[config.mk]
export PLATFORM = sky130hd
export DESIGN_NAME = dual_serial_irq_and_pins
export DESIGN_NICKNAME = d
export VERILOG_FILES = /design/src/common/dual_serial_pkg.sv /design/src/core/dual_serial_irq_and_pins.sv
export VERILOG_INCLUDE_DIRS = /design/src /design/src/common
export SDC_FILE = /design/constraint.sdc
export NUM_CORES = 1
export LEC_CHECK = 0
export BUFFER_PORTS_ARGS = -buffer_cell sky130_fd_sc_hd__buf_4
export CAP_MARGIN = 30
export CORE_ASPECT_RATIO = 0.6
export CORE_UTILIZATION = 55
export DETAILED_ROUTE_END_ITERATION = 10
export GPL_TIMING_DRIVEN = 0
export PLACE_DENSITY = 0.73
export SYNTH_ARGS = -nofsm -noshare
export SYNTH_HDL_FRONTEND = slang
export SYNTH_SLANG_ARGS = --single-unit
[constraint.sdc]
create_clock -name sys_clk_i -period 3.7 [get_ports sys_clk_i]
set_clock_uncertainty 0.05 [all_clocks]
set_input_delay 0.555 -clock sys_clk_i [delete_from_list [all_inputs] [get_ports sys_clk_i]]
set_output_delay 0.555 -clock sys_clk_i [all_outputs]
set_load 0.05 [all_outputs]
[src/common/dual_serial_regs.svh]
// Register indices, bit positions, reset values and timing for the
// dual serial pin and interrupt block. Definitions only.
`ifndef DUAL_SERIAL_REGS_SVH
`define DUAL_SERIAL_REGS_SVH
// Word index = byte address / 4
`define REG_MODE_A   4'h0
`define REG_MODE_B   4'h1
`define REG_CSEL     4'h2
`define REG_DATA_A   4'h3
`define REG_DATA_B   4'h4
`define REG_ISR      4'h5
`define REG_IMR      4'h6
`define REG_OPR      4'h7
`define REG_IPR      4'h8
`define REG_ICR      4'h9
`define REG_TMR      4'hA
// Interrupt status layout, per channel stride
`define ISR_STRIDE   4
`define ISR_TXRDY    0
`define ISR_RXRDY    1
`define ISR_CTS      2
`define ISR_TIMER    3
// Interrupt control fields
`define ICR_TEN      0
`define ICR_LVL_LSB  1
`define ICR_RST      8'h00
`define TMR_RST      16'hFFFF
`define MODE_RST     6'h00
`define CSEL_RST     8'h55
// Reference clock and oversampling
`define REF_HZ       3686400
`define OVERSAMPLE   16
`define LAST_SUB     4'hF
`define HALF_SUB     4'h7
`define LAST_BIT     3'h7
`define IRQ7         3'h7
// 16x divisors of the reference clock
`define DIV_50       13'h1200
`define DIV_300      13'h0300
`define DIV_1200     13'h00C0
`define DIV_2400     13'h0060
`define DIV_4800     13'h0030
`define DIV_9600     13'h0018
`define DIV_19200    13'h000C
`define DIV_38400    13'h0006
// Pin synchroniser bit positions
`define PIN_REF      0
`define PIN_RX       1
`define PIN_CTS      3
`define PIN_EXT7     5
`define PIN_W        6
`endif

[src/common/dual_serial_pkg.sv]
// Types shared by the dual serial pin and interrupt block.
// Assumes the constants header is included by the user of this package.
package dual_serial_pkg;
  typedef struct packed {
    logic cts_en;
    logic rts_tx;
    logic rts_rx;
    logic loop;
    logic rx_en;
    logic tx_en;
  } chan_mode_t;
  typedef enum logic [1:0] {
    S_IDLE  = 2'b00,
    S_START = 2'b01,
    S_DATA  = 2'b11,
    S_STOP  = 2'b10
  } ser_state_t;
  typedef enum logic [1:0] {
    ACK_NONE   = 2'b00,
    ACK_TIMER  = 2'b01,
    ACK_SERIAL = 2'b11,
    ACK_EXT    = 2'b10
  } ack_src_t;
endpackage : dual_serial_pkg

[src/core/dual_serial_irq_and_pins.sv]
// Two serial channels with pins, baud selection, timer and interrupts.
// Assumes an Avalon-MM master on sys_clk_i and a reference clock pin.
`timescale 1ns/1ps
`include "dual_serial_regs.svh"

module dual_serial_irq_and_pins
  import dual_serial_pkg::*;
(
  input  wire logic        sys_clk_i,
  input  wire logic        rst_b_i,
  input  wire logic [5:0]  avs_address_i,
  input  wire logic        avs_read_i,
  input  wire logic        avs_write_i,
  input  wire logic [31:0] avs_writedata_i,
  output logic      [31:0] avs_readdata_o,
  output logic             avs_waitrequest_o,
  input  wire logic        reference_clock_in_i,
  input  wire logic        chan_a_serial_in_i,
  input  wire logic        chan_b_serial_in_i,
  input  wire logic        chan_a_clear_to_send_n_i,
  input  wire logic        chan_b_clear_to_send_n_i,
  input  wire logic        ext_irq7_n_i,
  input  wire logic        iack_i,
  input  wire logic [2:0]  iack_level_i,
  output logic             chan_a_serial_out_o,
  output logic             chan_b_serial_out_o,
  output logic             chan_a_request_to_send_n_o,
  output logic             chan_b_request_to_send_n_o,
  output logic             serial_irq_n_o,
  output logic             timer_interrupt_request_n_o,
  output logic [2:0]       serial_irq_level_o,
  output ack_src_t         ack_source_o
);

  // ************************************************************
  // Pin synchronisers
  // ************************************************************
  wire  [`PIN_W-1:0] pin_raw = {ext_irq7_n_i,
    chan_b_clear_to_send_n_i, chan_a_clear_to_send_n_i,
    chan_b_serial_in_i, chan_a_serial_in_i,
    reference_clock_in_i};
  logic [`PIN_W-1:0] pin_s1_q;
  logic [`PIN_W-1:0] pin_s2_q;
  logic [`PIN_W-1:0] pin_s3_q;

  always_ff @(posedge sys_clk_i or negedge rst_b_i) begin
    if (!rst_b_i) begin
      pin_s1_q <= '1;
      pin_s2_q <= '1;
      pin_s3_q <= '1;
    end else begin
      pin_s1_q <= pin_raw;
      pin_s2_q <= pin_s1_q;
      pin_s3_q <= pin_s2_q;
    end
  end

  // Rising edge of the reference clock; 3.6864 MHz is well below
  // half of sys_clk, so no edge is missed
  wire ref_tick = pin_s2_q[`PIN_REF] & ~pin_s3_q[`PIN_REF];

  // ************************************************************
  // Register bus
  // ************************************************************
  logic        wait_q;
  logic [31:0] rdata_q;
  chan_mode_t  mode_q [2];
  logic [7:0]  csel_q;
  logic [7:0]  isr_q;
  logic [7:0]  imr_q;
  logic [7:0]  opr_q;
  logic [7:0]  icr_q;
  logic [15:0] tmr_pre_q;
  logic [15:0] tmr_q;
  logic [7:0]  rx_data [2];
  logic [2:0]  ev [2];
  logic        tx_wr [2];
  logic        rx_rd [2];

  wire       req    = avs_read_i | avs_write_i;
  wire       acc    = req & ~wait_q;
  wire       wr_acc = acc & avs_write_i;
  wire       rd_acc = acc & avs_read_i;
  wire [3:0] idx    = avs_address_i[5:2];
  wire [7:0] wdat   = avs_writedata_i[7:0];

  assign tx_wr[0] = wr_acc & (idx == `REG_DATA_A);
  assign tx_wr[1] = wr_acc & (idx == `REG_DATA_B);
  assign rx_rd[0] = rd_acc & (idx == `REG_DATA_A);
  assign rx_rd[1] = rd_acc & (idx == `REG_DATA_B);
  wire isr_rd = rd_acc & (idx == `REG_ISR);

  logic [31:0] rd_mux;
  always_comb begin
    rd_mux = 32'h0000_0000;
    case (idx)
      `REG_MODE_A: rd_mux[5:0] = mode_q[0];
      `REG_MODE_B: rd_mux[5:0] = mode_q[1];
      `REG_CSEL:   rd_mux[7:0] = csel_q;
      `REG_DATA_A: rd_mux[7:0] = rx_data[0];
      `REG_DATA_B: rd_mux[7:0] = rx_data[1];
      `REG_ISR:    rd_mux[7:0] = isr_q;
      `REG_IMR:    rd_mux[7:0] = imr_q;
      `REG_OPR:    rd_mux[7:0] = opr_q;
      `REG_IPR:    rd_mux[1:0] = ~pin_s2_q[`PIN_CTS +: 2];
      `REG_ICR:    rd_mux[7:0] = icr_q;
      `REG_TMR:    rd_mux[15:0] = tmr_q;
      default:     rd_mux = 32'h0000_0000;
    endcase
  end

  // One wait cycle: read data is latched while waitrequest is high
  always_ff @(posedge sys_clk_i or negedge rst_b_i) begin
    if (!rst_b_i) begin
      wait_q  <= 1'b1;
      rdata_q <= 32'h0000_0000;
    end else begin
      wait_q <= ~(req & wait_q);
      if (req & wait_q)
        rdata_q <= rd_mux;
    end
  end

  always_ff @(posedge sys_clk_i or negedge rst_b_i) begin
    if (!rst_b_i) begin
      mode_q[0] <= `MODE_RST;
      mode_q[1] <= `MODE_RST;
      csel_q    <= `CSEL_RST;
      imr_q     <= 8'h00;
      opr_q     <= 8'h00;
      icr_q     <= `ICR_RST;
      tmr_pre_q <= `TMR_RST;
    end else if (wr_acc) begin
      case (idx)
        `REG_MODE_A: mode_q[0] <= chan_mode_t'(wdat[5:0]);
        `REG_MODE_B: mode_q[1] <= chan_mode_t'(wdat[5:0]);
        `REG_CSEL:   csel_q    <= wdat;
        `REG_IMR:    imr_q     <= wdat;
        `REG_OPR:    opr_q     <= wdat;
        `REG_ICR:    icr_q     <= wdat;
        `REG_TMR:    tmr_pre_q <= avs_writedata_i[15:0];
        default:     ;
      endcase
    end
  end

  assign avs_waitrequest_o = wait_q;
  assign avs_readdata_o    = rdata_q;

  // ************************************************************
  // Counter/timer
  // ************************************************************
  wire tmr_ev = ref_tick & (tmr_q == 16'h0000);
  // Preset write restarts the count, else a long count must run out first
  wire tmr_wr = wr_acc & (idx == `REG_TMR);

  always_ff @(posedge sys_clk_i or negedge rst_b_i) begin
    if (!rst_b_i)
      tmr_q <= `TMR_RST;
    else if (tmr_wr)
      tmr_q <= avs_writedata_i[15:0];
    else if (ref_tick)
      tmr_q <= tmr_ev ? tmr_pre_q : tmr_q - 16'h0001;
  end

  // ************************************************************
  // Baud divisor table
  // ************************************************************
  // Each divisor gives a 16x tick of the nominal rate
  function automatic logic [12:0] baud_div(input logic [2:0] s);
    case (s)
      3'h0:    baud_div = `DIV_50;
      3'h1:    baud_div = `DIV_300;
      3'h2:    baud_div = `DIV_1200;
      3'h3:    baud_div = `DIV_2400;
      3'h4:    baud_div = `DIV_4800;
      3'h5:    baud_div = `DIV_9600;
      3'h6:    baud_div = `DIV_19200;
      default: baud_div = `DIV_38400;
    endcase
  endfunction : baud_div

  // ************************************************************
  // Channels
  // ************************************************************
  logic ser_out_q [2];
  logic rts_n_q   [2];

  for (genvar c = 0; c < 2; c++) begin : g_ch
    chan_mode_t m;
    logic [12:0] div_q;
    ser_state_t  tx_st;
    ser_state_t  rx_st;
    logic [3:0]  tx_sub;
    logic [3:0]  rx_sub;
    logic [2:0]  tx_bit;
    logic [2:0]  rx_bit;
    logic [7:0]  tx_sh;
    logic [7:0]  tx_hold;
    logic [7:0]  rx_sh;
    logic [7:0]  rx_dat_q;
    logic        tx_full;
    logic        rx_full;
    logic        tx_line;

    assign m = mode_q[c];
    // Independent clock select nibble per channel
    wire [12:0] div_max = baud_div(csel_q[c*4 +: 3]);
    wire        tick    = ref_tick & (div_q == 13'h0000);
    // Bit boundary ends the 16-tick cell: the falling side
    wire        tx_go   = tick & (tx_sub == `LAST_SUB);
    wire        cts_n   = pin_s2_q[`PIN_CTS + c];
    wire        cts_ok  = ~m.cts_en | ~cts_n;
    wire        tx_load = tx_go & (tx_st == S_IDLE) & tx_full
                          & m.tx_en & cts_ok;
    wire        rx_in   = m.loop ? tx_line : pin_s2_q[`PIN_RX + c];
    wire        rx_done = tick & (rx_st == S_STOP)
                          & (rx_sub == `LAST_SUB);
    wire        tx_busy = (tx_st != S_IDLE);

    always_ff @(posedge sys_clk_i or negedge rst_b_i) begin
      if (!rst_b_i)
        div_q <= 13'h0000;
      else if (ref_tick)
        div_q <= (div_q == 13'h0000) ? div_max - 13'h0001
                                     : div_q - 13'h0001;
    end

    // Transmitter
    always_ff @(posedge sys_clk_i or negedge rst_b_i) begin
      if (!rst_b_i) begin
        tx_st   <= S_IDLE;
        tx_sub  <= 4'h0;
        tx_bit  <= 3'h0;
        tx_sh   <= 8'h00;
        tx_hold <= 8'h00;
        tx_full <= 1'b0;
        tx_line <= 1'b1;
      end else begin
        if (tick)
          tx_sub <= tx_sub + 4'h1;
        case (tx_st)
          S_IDLE: begin
            tx_line <= 1'b1;
            if (tx_load) begin
              tx_sh   <= tx_hold;
              tx_full <= 1'b0;
              tx_line <= 1'b0;
              tx_st   <= S_START;
            end
          end
          S_START: begin
            if (tx_go) begin
              tx_line <= tx_sh[0];
              tx_sh   <= tx_sh >> 1;
              tx_bit  <= 3'h0;
              tx_st   <= S_DATA;
            end
          end
          S_DATA: begin
            if (tx_go) begin
              if (tx_bit == `LAST_BIT) begin
                tx_line <= 1'b1;
                tx_st   <= S_STOP;
              end else begin
                tx_line <= tx_sh[0];
                tx_sh   <= tx_sh >> 1;
                tx_bit  <= tx_bit + 3'h1;
              end
            end
          end
          S_STOP: begin
            if (tx_go)
              tx_st <= S_IDLE;
          end
          default: tx_st <= S_IDLE;
        endcase
        // A write overrides the hand-off in the same cycle
        if (tx_wr[c]) begin
          tx_hold <= wdat;
          tx_full <= 1'b1;
        end
      end
    end

    // Receiver
    always_ff @(posedge sys_clk_i or negedge rst_b_i) begin
      if (!rst_b_i) begin
        rx_st    <= S_IDLE;
        rx_sub   <= 4'h0;
        rx_bit   <= 3'h0;
        rx_sh    <= 8'h00;
        rx_dat_q <= 8'h00;
        rx_full  <= 1'b0;
      end else begin
        if (rx_rd[c])
          rx_full <= 1'b0;
        if (tick) begin
          rx_sub <= rx_sub + 4'h1;
          case (rx_st)
            S_IDLE: begin
              rx_sub <= 4'h0;
              if (m.rx_en & ~rx_in)
                rx_st <= S_START;
            end
            S_START: begin
              // Mid start bit recheck rejects glitches
              if (rx_sub == `HALF_SUB) begin
                rx_sub <= 4'h0;
                rx_bit <= 3'h0;
                rx_st  <= rx_in ? S_IDLE : S_DATA;
              end
            end
            S_DATA: begin
              if (rx_sub == `LAST_SUB) begin
                rx_sh  <= {rx_in, rx_sh[7:1]};
                rx_bit <= rx_bit + 3'h1;
                if (rx_bit == `LAST_BIT)
                  rx_st <= S_STOP;
              end
            end
            S_STOP: begin
              if (rx_sub == `LAST_SUB) begin
                rx_dat_q <= rx_sh;
                rx_full  <= 1'b1;
                rx_st    <= S_IDLE;
              end
            end
            default: rx_st <= S_IDLE;
          endcase
        end
      end
    end

    assign rx_data[c] = rx_dat_q;
    assign ev[c] = {pin_s2_q[`PIN_CTS + c] ^ pin_s3_q[`PIN_CTS + c],
                    rx_done, tx_load};

    // Pin drivers
    always_ff @(posedge sys_clk_i or negedge rst_b_i) begin
      if (!rst_b_i) begin
        ser_out_q[c] <= 1'b1;
        rts_n_q[c]   <= 1'b1;
      end else begin
        ser_out_q[c] <= m.loop | tx_line;
        if (m.rts_tx)
          rts_n_q[c] <= ~(tx_busy | tx_full);
        else if (m.rts_rx)
          rts_n_q[c] <= rx_full;
        else
          rts_n_q[c] <= ~opr_q[c];
      end
    end
  end

  assign chan_a_serial_out_o        = ser_out_q[0];
  assign chan_b_serial_out_o        = ser_out_q[1];
  assign chan_a_request_to_send_n_o = rts_n_q[0];
  assign chan_b_request_to_send_n_o = rts_n_q[1];

  // ************************************************************
  // Interrupt status and outputs
  // ************************************************************
  logic [7:0] isr_set;
  always_comb begin
    isr_set = 8'h00;
    isr_set[`ISR_TXRDY]              = ev[0][0];
    isr_set[`ISR_RXRDY]              = ev[0][1];
    isr_set[`ISR_CTS]                = ev[0][2];
    isr_set[`ISR_TIMER]              = tmr_ev;
    isr_set[`ISR_STRIDE + `ISR_TXRDY] = ev[1][0];
    isr_set[`ISR_STRIDE + `ISR_RXRDY] = ev[1][1];
    isr_set[`ISR_STRIDE + `ISR_CTS]   = ev[1][2];
  end

  // Set wins over the read clear; only bits the read reported are cleared
  wire [7:0] isr_d  = (isr_rd ? (isr_q & ~rdata_q[7:0]) : isr_q) | isr_set;
  wire       ser_on = |(isr_d & imr_q);
  // Software should mask the timer bit in the serial mask
  wire       tmr_on = isr_d[`ISR_TIMER] & icr_q[`ICR_TEN];
  wire [2:0] lvl    = icr_q[`ICR_LVL_LSB +: 3];
  wire       ext7   = ~pin_s2_q[`PIN_EXT7];
  logic      tmr_on_q;
  wire       srv_t  = tmr_on_q & (iack_level_i == `IRQ7);
  wire       srv_s  = ~serial_irq_n_o & (iack_level_i == serial_irq_level_o);
  wire       srv_e  = ext7 & (iack_level_i == `IRQ7);

  always_ff @(posedge sys_clk_i or negedge rst_b_i) begin
    if (!rst_b_i) begin
      isr_q                       <= 8'h00;
      serial_irq_n_o              <= 1'b1;
      tmr_on_q                    <= 1'b0;
      timer_interrupt_request_n_o <= 1'b1;
      serial_irq_level_o          <= 3'h0;
      ack_source_o                <= ACK_NONE;
    end else begin
      isr_q                       <= isr_d;
      serial_irq_n_o              <= ~ser_on;
      tmr_on_q                    <= tmr_on;
      timer_interrupt_request_n_o <= ~tmr_on;
      serial_irq_level_o          <= lvl;
      if (iack_i) begin
        if (srv_t)
          ack_source_o <= ACK_TIMER;
        else if (srv_s)
          ack_source_o <= ACK_SERIAL;
        else if (srv_e)
          ack_source_o <= ACK_EXT;
        else
          ack_source_o <= ACK_NONE;
      end
    end
  end

endmodule : dual_serial_irq_and_pins

==> flow_summary.yaml <==
cts:
  insertion_delay_ns: 0.54
  htree_levels: 1
  cts_buffer_depth: 3
  cts_buffers: 25
  post_cts_buffers: 0
  cts_tree: "done"
  root_buffer: "clkbuf_16"
  clkTransAtPathRegs_ns: 0.07
  cts_sinks: 260
timing:
  tns_ns: 0
  worstMarginPinSlew_ns: 0.994
  fmax_mhz: 288
  rsz0062_at_grt: "no"
  report.final.setup_viol: 0
  period_share_pct: 93.7
  whs_ns: 0.0750
  finalHoldViolCount: 0
  slew_headroom_pct: 33.8
  slew_viol_final: 0
  period_minus_slack_ns: 3.47
floorplanning:
  dieArea_um2: 24000
  rows: 42
  initial_core_util_pct: 57.2
  die_x_um: 200
  core_area_um2: 22500
  die_y_um: 121
  io-pin-count: 96
logic_synthesis:
  synth_cell_types: 74
  synth_top_area_share_pct: 38.9
  yosysMostFrequentCell: "dfrtp_1"
  ys_seq_area_share_pct: 51.1
  synth-edff-count: 0
  netlist_instances: 1208
  netlist_area_um2: 12900
  ys_top_cells_by_area: "dfrtp_1 (39%), dfstp_2 (12%), mux2_2 (10%), nand2_1 (4.3%), a22o_1 (1.9%)"
  synth.cells.most_frequent: "dfrtp_1 (200), nand2_1 (146), mux2_2 (119)"
  syn_avg_cell_area_um2: 10.7
  synthArstFlopShare_pct: 100
  synthFlopType: "dfrtp_1"
  yosys_warnings: 0
  ys_ff_latch: 260
  synth_top_area_cell: "dfrtp_1"
outcome:
  status: "finished, final reports clean"
critical_path:
  cp-end-kind: "flip-flop"
  worst-path-buf-inv: 2
  critPathLaunchType: "flip-flop"
  critical_path_cell_count: 12
  r2r_cells: 12
  crit_fanout: 10
  crit_family: "simple AND/OR/NAND/NOR gates"
  crit_type: "reg2reg"
  path_cells: "nor3_1 > and3_1 > clkbuf_1 > clkbuf_2 > and3_1 > a21oi_1 > ha_1 > or3b_2 > or2_2 > a311oi_2 > a21oi_1 > a31o_2"
  critical_path.max_stage_delay_ns: 0.50
  cpMaxStageDelayCell: "dfrtp_1"
  arrival_ns: 3.84
  cp.required_ns: 4.08
detailed_routing:
  drt_wl_total_um: 34900
  viasPerCell: 6.19
  dr.first_iter.drc_count: 946
  drc: 0
  wl_per_cell_um: 21.3
  ant_nets: 0
  vias: 10133
  firstDrtPassIters: 8
layout:
  final_layout_size_suffix_gt1_share_pct: 24.8
  fin_nets: 1378
  fin_util_pct: 65.1
  area_growth_pct: 13.8
  fillers: 1816
  num_antenna_cells: 0
placement:
  place_congestion: 1.00
  port_buffers: 54
  dp_hpwl_um: 25100
global_route:
  grt_use_total_pct: 30.3
  grt_pass1_vias: 9616
  grt.overflow.total: 0
  antenna_found_initial: 0
  grt_pass1_wl_um: 55300
  grt_max_degree: 112
power:
  power_density_nw_per_um2: 556
  finalPower_uw: 8140
  ir_drop_uv: 380
  leakagePower_uw: 0.00658
flow_run:
  cap_violations: 0
min_path:
  hold_path_class: "in2reg"
  holdPathStages: 1
worst paths after layout:
kind | from | endpoint | slack, ns
hold reg to reg | pin_s1_q[0]$_DFF_PN1_ | pin_s2_q[0]$_DFF_PN1_ | 0.31
hold / removal | chan_a_serial_in_i | pin_s1_q[1]$_DFF_PN1_ | 0.08
setup reg to reg | g_ch[0].div_q[5]$_DFFE_PN0N_ | g_ch[0].div_q[6]$_DFFE_PN0N_ | 0.23
max in group asynchronous | rst_b_i | pin_s1_q[2]$_DFF_PN1_ | 2.20
setup / recovery | g_ch[0].div_q[5]$_DFFE_PN0N_ | g_ch[0].div_q[6]$_DFFE_PN0N_ | 0.23
min in group asynchronous | rst_b_i | opr_q[2]$_DFFE_PN0P_ | 0.51
final cells by class:
cell class / count / area, um^2 / share of cell area, %
Buffer: 79 / 379 / 2.59
Inverter: 44 / 165 / 1.13
Timing Repair Buffer: 61 / 502 / 3.43
Sequential cell: 260 / 6580 / 44.9
Tap cell: 308 / 385 / 2.63
Clock buffer: 39 / 748 / 5.11
Multi-Input combinational cell: 840 / 5830 / 39.8
Clock inverter: 6 / 55.1 / 0.376
cells by family after synthesis:
group | share of synthesized area (%)
AOI/OAI and AO/OA | 13.6
xor gates and xnor gates | 1.77
adders and majority gates | 1.54
buffers and inverters | 4.22
DFF | 51.1
muxes | 13.1
other | 0.0291
and+or+nand+nor | 14.6
cell usage in the layout, fill, tap and decap left out, types with 7 or more instances in the layout:
| cell | count |
|---|---|
| ha_1 | 15 |
| a22oi_1 | 12 |
| o21ai_0 | 47 |
| o2bb2ai_1 | 8 |
| nor4_1 | 10 |
| xor2_1 | 8 |
| xnor2_1 | 18 |
| dfrtp_1 | 200 |
| a22o_1 | 28 |
| o211ai_1 | 11 |
| clkbuf_8 | 7 |
| nand3_1 | 39 |
| nor3_1 | 25 |
| nand2_1 | 146 |
| a21oi_1 | 42 |
| mux2_2 | 119 |
| nor2b_1 | 16 |
| buf_4 | 71 |
| and3_1 | 10 |
| o22ai_1 | 12 |
| dfstp_2 | 60 |
| o31ai_1 | 12 |
| clkbuf_1 | 59 |
| nand2b_1 | 13 |
| conb_1 | 16 |
| a31oi_1 | 16 |
| nor2_1 | 59 |
| clkbuf_16 | 25 |
| nand4_1 | 17 |
| mux2i_1 | 23 |
| nand3b_1 | 7 |
| mux2_4 | 8 |
| inv_1 | 44 |
timing repair:
item | CTS | global route
gates resized for setup | 0 | 5
hold buffers | 1 | 0
endpoints found under the setup margin | 0 | 3
hold endpoints to repair | 53 | 0
worst register-to-register path, delay by kind of cell (launching register included):
kind | cells | cell delay [ns]
adders and majority gates | 1 | 0.22
DFF | 1 | 0.50
AOI/OAI and AO/OA | 4 | 0.76
and+or+nand+nor | 5 | 1.35
buffers and inverters | 2 | 0.48
report_power, final:
group / internal [uW] / total, uW / leakage, uW / switching (uW)
clock: 1450 / 2540 / 0.000400 / 1090
combinational: 696 / 1740 / 0.00291 / 1040
sequential: 3390 / 3860 / 0.00326 / 472
total: 5540 / 8140 / 0.00658 / 2610
registers in the layout, summed over array words and instances (netlist names), 12 cells and up:
register        count
g_ch.tx_sh         16
g_ch.m             12
g_ch.div_q         26
g_ch.rx_dat_q      16
g_ch.tx_hold       16
avs_readdata_o     16
tmr_q              16
tmr_pre_q          16
g_ch.rx_sh         16
per-stage QoR:
stage | worst slack [ns] | cell area (um^2) | cells
finish | 0.232 | 14600 | 1637
global route | 0.0312 | 14600 | 1637
CTS | 0.194 | 14600 | 1637
detailed placement | 0.236 | 13800 | 1591
global placement | -0.0766 | 13700 | 1585
floorplan | 0.637 | 12900 | 1223
metal layers:
layer	GRT usage (%)	vias to the layer above	wire length [um]
met2	40.9	479	14000
met3	8.54	62	3690
met4	5.96	2	613
met1	47.8	5027	16500
met5	1.53	-	45
li1	-	4563	-
Note: power is estimated with default switching activity, not from simulation.
